File: config.mk
export PLATFORM = sky130hd
export DESIGN_NAME = dpm_probe_mux
export DESIGN_NICKNAME = d
export VERILOG_FILES = /design/src/logic/dpm_pkg.sv /design/src/logic/dpm_probe_mux.sv
export SDC_FILE = /design/constraint.sdc
export NUM_CORES = 1
export LEC_CHECK = 0
export CORE_MARGIN = 2
export CORE_UTILIZATION = 28
export CTS_BUF_LIST = sky130_fd_sc_hd__clkbuf_8
export DETAILED_ROUTE_END_ITERATION = 7
export DONT_BUFFER_PORTS = 1
export SLEW_MARGIN = 5
export SYNTH_ARGS = -nofsm -noshare
export SYNTH_HDL_FRONTEND = slang
export SYNTH_SLANG_ARGS = --single-unit
File: constraint.sdc
create_clock -name clk -period 3.1 [get_ports clk]
set_clock_uncertainty 0.05 [all_clocks]
set_input_delay 0.93 -clock clk [delete_from_list [all_inputs] [get_ports clk]]
set_output_delay 0.93 -clock clk [all_outputs]
set_load 0.03 [all_outputs]
File: src/logic/dpm_pkg.sv
/*
  package for the diagnostic probe pin mux: field widths, selector layout,
  pin buffer modes and reset values.
  assumes nothing of its surroundings.
*/
package dpm_pkg;
  // -------------------------------------------------------------
  // widths and layout
  // -------------------------------------------------------------
  localparam int NODE_W = 16;       // internal nodes that may be probed
  localparam int SEL_W = 4;         // bits to pick one node
  localparam int SHIFT_W = 2 * SEL_W + 1; // lock bit, second sel, first sel
  localparam int LOCK_POS = 2 * SEL_W;
  localparam int GPIO_W = 4;        // general i/o pins
  localparam logic [SEL_W-1:0] SEL_RST = 4'h0;
  localparam logic [SHIFT_W-1:0] SHIFT_RST = 9'h000;
  // shift frames are only taken with all bits of a full frame counted
  localparam logic [3:0] FRAME_LEN = 4'h9;
  localparam logic [3:0] CNT_RST = 4'h0;

  // i/o buffer configuration per pin
  typedef enum logic [1:0] {
    DPM_IO_IN = 2'h0,
    DPM_IO_OUT = 2'h1,
    DPM_IO_TRI = 2'h2,
    DPM_IO_BIDIR = 2'h3
  } dpm_iomode_t;

  // one pin as output value and output enable
  typedef struct packed {
    logic o;
    logic oe;
  } dpm_pin_t;

  // whole state of the block
  typedef struct packed {
    logic [2:0] diag_clock_in_sync;   // two sync stages plus edge history
    logic [1:0] sdi_sync;
    logic [1:0] mode_sync;
    logic [SHIFT_W-1:0] shift;
    logic [3:0] cnt;
    logic [SEL_W-1:0] sel_first;
    logic [SEL_W-1:0] sel_second;
    logic locked;            // probe disabled until reset
    logic probe_first;
    logic probe_second;
  } dpm_state_t;
endpackage

File: src/logic/dpm_probe_mux.sv
/*
  diagnostic probe pin mux: multifunction pins, probe selection shift
  register, probe lock held until reset, global clock pin and general i/o buffers.
  assumes pin inputs are asynchronous to clk; pads are resolved outside.
*/
// Notes on behaviour
// - mode high: pins take diagnostic functions
// - mode low: pins are plain user i/o
// - diagnostic clock accepted only in mode high
// - serial data honoured only in mode high
// - two independent real-time probe outputs
// - probe lock holds once set, until reset
// - global clock buffered, or used as i/o
// - i/o is input, output, tristate, bidir
// - unused i/o pins driven low
`timescale 1ns/1ps
module dpm_probe_mux (
  // clock and reset
  input wire logic clk,
  input wire logic rst,
  // mode and multifunction pins, asynchronous
  input wire logic mode_in,
  input wire logic diag_clock_in,
  input wire logic serial_diag_in,
  // user side of the multifunction pins
  input wire logic [3:0] mf_user_o,
  input wire logic [3:0] mf_user_oe,
  // internal nodes to observe
  input wire logic [dpm_pkg::NODE_W-1:0] nodes,
  // global clock pin and its use
  input wire logic gclk_pin,
  input wire logic gclk_as_io,
  output logic gclk_buf,
  output logic gclk_io_in,
  // probe pins
  output dpm_pkg::dpm_pin_t probe_out_first,
  output dpm_pkg::dpm_pin_t probe_out_second,
  // general i/o
  input wire dpm_pkg::dpm_iomode_t [dpm_pkg::GPIO_W-1:0] io_mode,
  input wire logic [dpm_pkg::GPIO_W-1:0] io_used,
  input wire logic [dpm_pkg::GPIO_W-1:0] io_user_o,
  input wire logic [dpm_pkg::GPIO_W-1:0] io_user_oe,
  input wire logic [dpm_pkg::GPIO_W-1:0] io_pad_i,
  output logic [dpm_pkg::GPIO_W-1:0] io_pad_o,
  output logic [dpm_pkg::GPIO_W-1:0] io_pad_oe,
  output logic [dpm_pkg::GPIO_W-1:0] io_user_i,
  // status
  output logic diag_mode,
  output logic probe_locked
);
  dpm_pkg::dpm_state_t s_r;
  dpm_pkg::dpm_state_t s_nxt;
  logic diag_clock_in_rise;

  // -------------------------------------------------------------
  // next state
  // -------------------------------------------------------------
  // the diagnostic clock is only a sampled pin here: the third stage holds the
  // previous settled level, so a rise is seen once, two to three clocks late;
  // the equipment must hold each level for at least three clock periods
  assign diag_clock_in_rise = s_r.diag_clock_in_sync[1] & ~s_r.diag_clock_in_sync[2];

  // sync pins, shift in bits, load selectors, drive probes
  always_comb begin
    s_nxt = s_r;
    s_nxt.diag_clock_in_sync = {s_r.diag_clock_in_sync[1:0], diag_clock_in};
    s_nxt.sdi_sync = {s_r.sdi_sync[0], serial_diag_in};
    s_nxt.mode_sync = {s_r.mode_sync[0], mode_in};
    // a mode drop throws away any half-shifted frame, so stray bits from user
    // traffic on the data pin can never complete a frame later
    if (!s_r.mode_sync[1]) begin
      s_nxt.cnt = dpm_pkg::CNT_RST; // partial frames dropped
    end else if (diag_clock_in_rise) begin
      s_nxt.shift = {s_r.shift[dpm_pkg::SHIFT_W-2:0], s_r.sdi_sync[1]};
      if (s_r.cnt == dpm_pkg::FRAME_LEN - 4'h1) begin
        s_nxt.cnt = dpm_pkg::CNT_RST;
        s_nxt.sel_first = s_nxt.shift[dpm_pkg::SEL_W-1:0];
        s_nxt.sel_second = s_nxt.shift[2*dpm_pkg::SEL_W-1:dpm_pkg::SEL_W];
        s_nxt.locked = s_r.locked | s_nxt.shift[dpm_pkg::LOCK_POS];
      end else begin
        s_nxt.cnt = s_r.cnt + 4'h1;
      end
    end
    // probes are registered so the pins never glitch on a selector change;
    // the lock masks the node before the flop, so a locked pin stays low
    s_nxt.probe_first = nodes[s_r.sel_first] & ~s_r.locked;
    s_nxt.probe_second = nodes[s_r.sel_second] & ~s_r.locked;
  end

  // -------------------------------------------------------------
  // state register
  // -------------------------------------------------------------
  // one register for the whole state; reset clears lock and selectors
  always_ff @(posedge clk or posedge rst) begin
    if (rst) begin
      s_r <= '0;
    end else begin
      s_r <= s_nxt;
    end
  end

  // -------------------------------------------------------------
  // pins
  // -------------------------------------------------------------
  assign diag_mode = s_r.mode_sync[1];
  assign probe_locked = s_r.locked;

  // probe pins: probe in mode high, user i/o in mode low
  always_comb begin
    if (s_r.mode_sync[1]) begin
      probe_out_first = '{o: s_r.probe_first, oe: 1'b1};
      probe_out_second = '{o: s_r.probe_second, oe: 1'b1};
    end else begin
      probe_out_first = '{o: mf_user_o[0], oe: mf_user_oe[0]};
      probe_out_second = '{o: mf_user_o[1], oe: mf_user_oe[1]};
    end
  end

  // global clock buffer or plain input
  assign gclk_buf = gclk_pin & ~gclk_as_io;
  assign gclk_io_in = gclk_pin & gclk_as_io;

  // general i/o buffers per pin
  // an unused pin is driven low so a floating pad cannot draw current
  for (genvar i = 0; i < dpm_pkg::GPIO_W; i++) begin : g_io
    always_comb begin
      io_pad_o[i] = 1'b0;
      io_pad_oe[i] = 1'b1; // unused pins held low
      io_user_i[i] = 1'b0;
      if (io_used[i]) begin
        unique case (io_mode[i])
          dpm_pkg::DPM_IO_IN: begin
            io_pad_oe[i] = 1'b0;
            io_user_i[i] = io_pad_i[i];
          end
          dpm_pkg::DPM_IO_OUT: begin
            io_pad_o[i] = io_user_o[i];
          end
          dpm_pkg::DPM_IO_TRI: begin
            io_pad_o[i] = io_user_o[i];
            io_pad_oe[i] = io_user_oe[i];
          end
          dpm_pkg::DPM_IO_BIDIR: begin
            io_pad_o[i] = io_user_o[i];
            io_pad_oe[i] = io_user_oe[i];
            io_user_i[i] = io_pad_i[i];
          end
        endcase
      end
    end
  end

  // -------------------------------------------------------------
  // checks
  // -------------------------------------------------------------
  // probe lock, probe value, shift register and unused pin checks
  chk_lock_sticky: assert property (@(posedge clk) disable iff (rst)
    s_r.locked |=> s_r.locked) else $error("probe lock cleared");
  chk_locked_quiet: assert property (@(posedge clk) disable iff (rst)
    s_r.locked && $past(s_r.locked) && diag_mode |-> !probe_out_first.o && !probe_out_second.o)
    else $error("locked probe exposes node");
  chk_probe_follow: assert property (@(posedge clk) disable iff (rst)
    !s_r.locked && diag_mode |=> !diag_mode || s_r.locked ||
      probe_out_second.o == $past(nodes[s_r.sel_second]))
    else $error("second probe not following node");
  chk_first_follow: assert property (@(posedge clk) disable iff (rst)
    !s_r.locked && diag_mode |=> !diag_mode || s_r.locked ||
      probe_out_first.o == $past(nodes[s_r.sel_first]))
    else $error("first probe not following node");
  chk_user_mode: assert property (@(posedge clk) disable iff (rst)
    !diag_mode |-> probe_out_first.o == mf_user_o[0] && probe_out_first.oe == mf_user_oe[0])
    else $error("probe pin not user i/o in mode low");
  chk_diag_drive: assert property (@(posedge clk) disable iff (rst)
    diag_mode |-> probe_out_first.oe && probe_out_second.oe) else $error("probe not driven");
  chk_no_shift_low: assert property (@(posedge clk) disable iff (rst)
    !diag_mode |=> $stable(s_r.shift) && $stable(s_r.sel_first)) else $error("shift in mode low");
  chk_frame_load: assert property (@(posedge clk) disable iff (rst)
    diag_mode && diag_clock_in_rise && s_r.cnt == dpm_pkg::FRAME_LEN - 4'h1
    |=> s_r.sel_first == $past({s_r.shift[dpm_pkg::SEL_W-2:0], s_r.sdi_sync[1]}))
    else $error("selector not loaded at frame end");
  chk_unused_low: assert property (@(posedge clk) disable iff (rst)
    !io_used[0] |-> io_pad_oe[0] && !io_pad_o[0]) else $error("unused pin not low");
  cov_frame: cover property (@(posedge clk) disable iff (rst)
    diag_mode && diag_clock_in_rise && s_r.cnt == 4'h8);
  cov_lock: cover property (@(posedge clk) disable iff (rst) $rose(s_r.locked));
  cov_mode_swap: cover property (@(posedge clk) disable iff (rst) $fell(diag_mode));

  // frame bookkeeping: bit count stays inside a frame, a mode drop clears it,
  // and the last bit loads the second selector and the lock bit
  chk_cnt_range: assert property (@(posedge clk) disable iff (rst)
    s_r.cnt < dpm_pkg::FRAME_LEN) else $error("bit count past frame length");
  chk_low_drops_frame: assert property (@(posedge clk) disable iff (rst)
    !diag_mode |=> s_r.cnt == dpm_pkg::CNT_RST) else $error("partial frame kept in mode low");
  chk_second_load: assert property (@(posedge clk) disable iff (rst)
    diag_mode && diag_clock_in_rise && s_r.cnt == dpm_pkg::FRAME_LEN - 4'h1
    |=> s_r.sel_second == $past(s_r.shift[2*dpm_pkg::SEL_W-2:dpm_pkg::SEL_W-1]))
    else $error("second selector not loaded at frame end");
  chk_lock_load: assert property (@(posedge clk) disable iff (rst)
    diag_mode && diag_clock_in_rise && s_r.cnt == dpm_pkg::FRAME_LEN - 4'h1 &&
      s_r.shift[dpm_pkg::LOCK_POS-1]
    |=> s_r.locked) else $error("lock bit not taken");

  // ordinary pins: global clock routing and per pin buffer modes
  chk_gclk_buffered: assert property (@(posedge clk) disable iff (rst)
    !gclk_as_io |-> gclk_buf == gclk_pin && !gclk_io_in)
    else $error("global clock not buffered");
  chk_gclk_as_io: assert property (@(posedge clk) disable iff (rst)
    gclk_as_io |-> !gclk_buf && gclk_io_in == gclk_pin)
    else $error("global clock pin not plain input");
  chk_input_pin: assert property (@(posedge clk) disable iff (rst)
    io_used[0] && io_mode[0] == dpm_pkg::DPM_IO_IN
    |-> !io_pad_oe[0] && io_user_i[0] == io_pad_i[0])
    else $error("input pin drives pad");
  chk_tri_pin: assert property (@(posedge clk) disable iff (rst)
    io_used[3] && io_mode[3] == dpm_pkg::DPM_IO_TRI
    |-> io_pad_oe[3] == io_user_oe[3] && io_pad_o[3] == io_user_o[3])
    else $error("tristate pin not under user enable");

  // pin use scenarios
  cov_gclk_io: cover property (@(posedge clk) disable iff (rst) gclk_as_io && !gclk_pin);
  cov_tri_pin: cover property (@(posedge clk) disable iff (rst)
    io_used[3] && io_mode[3] == dpm_pkg::DPM_IO_TRI);
endmodule // dpm_probe_mux

Word level (Yosys, flattened, before mapping)
Index checks and enable logic that the tools add are counted.

cells by class
  reductions and logical operators = 18
  shift-type cells = 0
  eq/ne operators = 14
  bitwise operators = 9
  div/mod/pow operators = 0
  multiplexer cells = 34
  $lt $le $gt $ge = 2
  multiply operators = 0
  add/subtract/negate cells = 1

operators by type and width
  kind                 count
  $mux 1               22
  $eq 2x2->1 const B   8
  $reduce_or 2->1      8
  $mux 13              1
  $reduce_or 3->1      4
  $lt 4x5->1 const B   2
  $mux 9               1
  $bmux 1 s4           2
  $eq 2x1->1 const B   4
  $logic_not 2->1      4
  $mux 4               2
  $pmux 1 s2           4
  $and 1x1->1          5
  $add 4x1->4 const B  1
  $eq 4x4->1 const B   1
  $mux 2               2
  $not 1->1            3
  $reduce_and 3->1     1
  $ne 2x1->1 const B   1
  $reduce_and 2->1     1
  $or 1x1->1           1

word-level totals
  register bits after elaboration = 30
  latch bits = 0
  memories = 0
  memory bits (writable) = 0
  word-level logic and storage cells = 88
  ROM bits = 0
  output and inout bits = 20
  input port bits = 55

Logic depth before layout (Yosys ltp)
  word-level depth = 4
  mapped depth = 5
  gate-level depth less buffers = 5

Worst setup path before layout
OpenSTA, ideal clock, no wires.

  path kind = in2out
  from = in io_mode[0] (netlist name)
  to = out io_user_i[0] (netlist name)
  required time = 2120 ps
  data arrival time = 1660 ps
  cell stages on the path = 3
  path buffers = 0
  setup slack = 460 ps
  path through = inv_1 > ha_1 > nor2_1

between the ends
  word-level cells in the longest chain between the ends = 4
  elaborated cells between the ends (all ways) = 5
  those cells by class = eq/ne: 1; mux: 2; reduce/logical: 2

RTL lines
  item                                           line                  RTL
  start: declaration                             dpm_probe_mux.sv:39   input wire dpm_pkg::dpm_iomode_t [dpm_pkg::GPIO_W-1:0] io_mode,
  $eq 2x2->1 or $logic_not 2->1 (tied branches)  dpm_probe_mux.sv:131  unique case (io_mode[i])
  $reduce_or 2->1 (no source line) *             -
  $mux 1 *                                       dpm_probe_mux.sv:131
  $mux 1 *                                       dpm_probe_mux.sv:130  if (io_used[i]) begin
  end: declaration                               dpm_probe_mux.sv:46   output logic [dpm_pkg::GPIO_W-1:0] io_user_i,

Every way passes the cells marked *; elsewhere a longest branch is shown, timed or not.

Final worst setup path
  from = in io_mode[0] (netlist name)
  to = out io_pad_o[0] (netlist name)

between the ends
  word-level cells in the longest chain between the ends = 4
  elaborated cells between the ends (all ways) = 6
  those cells by class = eq/ne: 3; mux: 2; reduce/logical: 1

RTL lines
  item                                      line                  RTL
  $eq 2x2->1 or $eq 2x1->1 (tied branches)  dpm_probe_mux.sv:131
  $reduce_or 3->1 (no source line) *        -
  $mux 1 *                                  dpm_probe_mux.sv:131
  $mux 1 *                                  dpm_probe_mux.sv:130
  end: declaration                          dpm_probe_mux.sv:44   output logic [dpm_pkg::GPIO_W-1:0] io_pad_o,

Marks and branches as above.

==> flow_summary.toml <==
[status]
status = "complete, no violations"

[power_and_ir_drop]
seq_power_share = 0.426
p_clk_frac = 0.469
p_leak_nw = 0.9018
sw_frac_of_total = 0.2293
vdd_drop_max_mv = 0.2579
finalPower_mw = 1.042
cellPowerDensity_nw_per_um2 = 548.1
p_int_mw = 0.8034
net-switching-power_mw = 0.2391
power_frac_comb = 0.105

[placed_design]
place_hpwl_microns = 2484
gp_congestion = 0.7110
dpl-instance-area_sq_um = 1759
port_buffers = 0

[yosys]
yosys_warnings = 0
synth_top_cell_area_share = 0.4591
synth_cell_types = 30
avgSynthCellArea_sq_um = 10.29
synth_area_leaders = "dfrtp_1, nand2_1, mux2_2"
yosysTopAreaCell = "dfrtp_1"
ys_ff_latch = 30
synth_nets = 220
seq_area_frac_synth = 0.4591
synth_cells = 159
mappedNetlistArea_sq_um = 1635

[clock_network]
clk_pin_slew_ns = 0.06
cts_sinks = 30
hold_buffers = 0
cts_tree = "done"
cts_buffers = 5
cts.repair.resized = 0
root_buffer = "clkbuf_8"
post-cts-setup-buffers = 0
clkLatencyLatePin_ns = 0.28
h-tree-depth = 2
cts_max_path_buffers = 2

[sta]
drv_slew = 0
timing_hold_violations_final = 0
fin_tns_setup_ns = 0
slew_headroom = 0.6202
setup_violations = 0
fin_crit_sh = 0.8331
fin_crit_ns = 2.583
clock.fmax_mhz = 387.2
worst_slew_pin_slew_ns = 0.5686
rsz0062_at_grt = "false"

[route]
vias = 1176
dr_wl_met2_microns = 1591
drt.antenna.violating_nets = 0
first_pass_iters = 4
drtIter0Drc = 37
m1WireLength_microns = 1383
detail_route.wirelength_microns = 3262
drc = 0
top_layer = "met4"
wl_per_cell_microns = 13.31
wl_met3_microns = 226
viasPerCell = 4.800

[finish]
fillers = 563
diodes = 0
final_area_sq_um = 1902
layout-drive-gt1-share = 0.2081
layout.nets = 233
utilization = 0.3412
syn_to_final_growth_pct = 16.30

[worst_setup_path]
r2r-start = "diag_mode"
cp-start-kind = "input pin"
endpoint_kind = "primary output"
required_ns = 2.12
cp.arrival_ns = 1.60
crit_path_max_fanout = 2
cp_slowest_cell = "nor2_1"
max_stage_delay_ns = 0.45
startpoint = "io_mode[0]"
critical_path_class = "input pin to primary output"
path_cells = "inv_1 -> ha_1 -> nor2_1"

[grt]
grt_pass1_vias = 1111
antenna_found_initial = 0
grt_remaining_overflow = 0
grt_max_degree = 31
grt_first_pass_wirelength_microns = 5023
grt_usage = 0.1035

[floorplanning]
rows = 27
die_h_microns = 80.42
die_w_microns = 80.42
start_util = 0.2934
core_sq_um = 5574
ios = 75
die_area_sq_um = 6467

[min_path]
min_from = "s_nxt[27]"
hold_class = "register to register"

[run]
maxCapViolations = 0
[logic make-up (layout without fill, tap and decap cells)]
family / after synthesis / in the layout / synth area share
xor+xnor: 1 / 1 / 0.005357
fa+ha+maj: 6 / 6 / 0.04591
flops: 30 / 30 / 0.4591
compound gates: 18 / 18 / 0.08035
mux: 22 / 22 / 0.1790
simple gates: 64 / 64 / 0.1752
buf+inv: 18 / 32 / 0.05508
[worst max-delay path, delay by kind of cell]
family | cells | cell delay, ns
adders and majority gates | 1 | 0.19
buffers and inverters | 1 | 0.03
and+or+nand+nor | 1 | 0.45
[final timing paths]
kind | slack [ns] | cells after the start | to
min in group asynchronous | 0.55 | 2 | s_nxt[25]
max | 0.52 | 3 | io_pad_o[0]
min reg2reg | 0.30 | 0 | s_r[27]
min | 0.30 | 0 | s_r[27]
max reg2reg | 1.15 | 4 | s_r[10]
max in group asynchronous | 2.16 | 2 | s_r[4]
[layout by cell type (no fill, tap or decap), types with 5 or more instances in the layout]
cell       n
nand2_1   41
dfrtp_1   30
inv_1     14
mux2_2    12
buf_4      9
nor2_1     8
mux2i_1    6
ha_1       6
clkbuf_8   6
o211ai_1   5
nand3_1    5
[through the flow]
step	setup slack, ns	hold WS, ns	instances
global route	0.4647	0.3060	245
CTS	0.5108	0.3026	245
global placement	0.5267	0.2830	237
floorplan	0.4602	0.2812	159
finish	0.5173	0.2981	245
detailed placement	0.5122	0.2858	237
[synthesized netlist by cell type (all sizes together)]
cell type,number
nand2,41
dfrtp,30
inv,15
mux2,12
nor2,10
ha,6
mux2i,6
nand3,5
o211ai,5
mux4,4
buf,3
or2,3
a21oi,2
a311o,2
and2,2
o2111ai,2
o21ai,2
o22ai,2
a21o,1
a22o,1
nand2b,1
nand3b,1
nor2b,1
o31ai,1
xor2,1
[power by group through the flow]
stage | sequential [mW] | clock (mW) | combinational (mW)
2_1_floorplan | 0.444 | 0 | 0.0894
4_1_cts | 0.445 | 0.504 | 0.112
3_3_place_gp | 0.450 | 0 | 0.108
5_1_grt | 0.448 | 0.514 | 0.123
3_5_place_dp | 0.451 | 0 | 0.111
6_report | 0.444 | 0.489 | 0.109
[flip-flops by register name, summed over array words and instances (netlist names)]
register and count:
probe_locked 1, diag_mode 1, s_nxt 4, s_r 24
[final cells by class]
class	instances	area, sq um	area share
sequential	30	750.7	0.3947
clock buffer	6	82.58	0.04342
multi-input combinational	111	794.5	0.4178
timing repair buffer	9	67.56	0.03553
tap	72	90.09	0.04737
inverter	15	56.30	0.02961
clock inverter	2	60.06	0.03158
[metal layers]
| layer | vias up | global-route usage |
|---|---|---|
| met4 | 0 | 0.04915 |
| li1 | 567 | - |
| met5 | - | 0 |
| met1 | 563 | 0.1183 |
| met3 | 7 | 0.02697 |
| met2 | 39 | 0.1792 |
No activity file was read; power rests on OpenSTA's default activity.
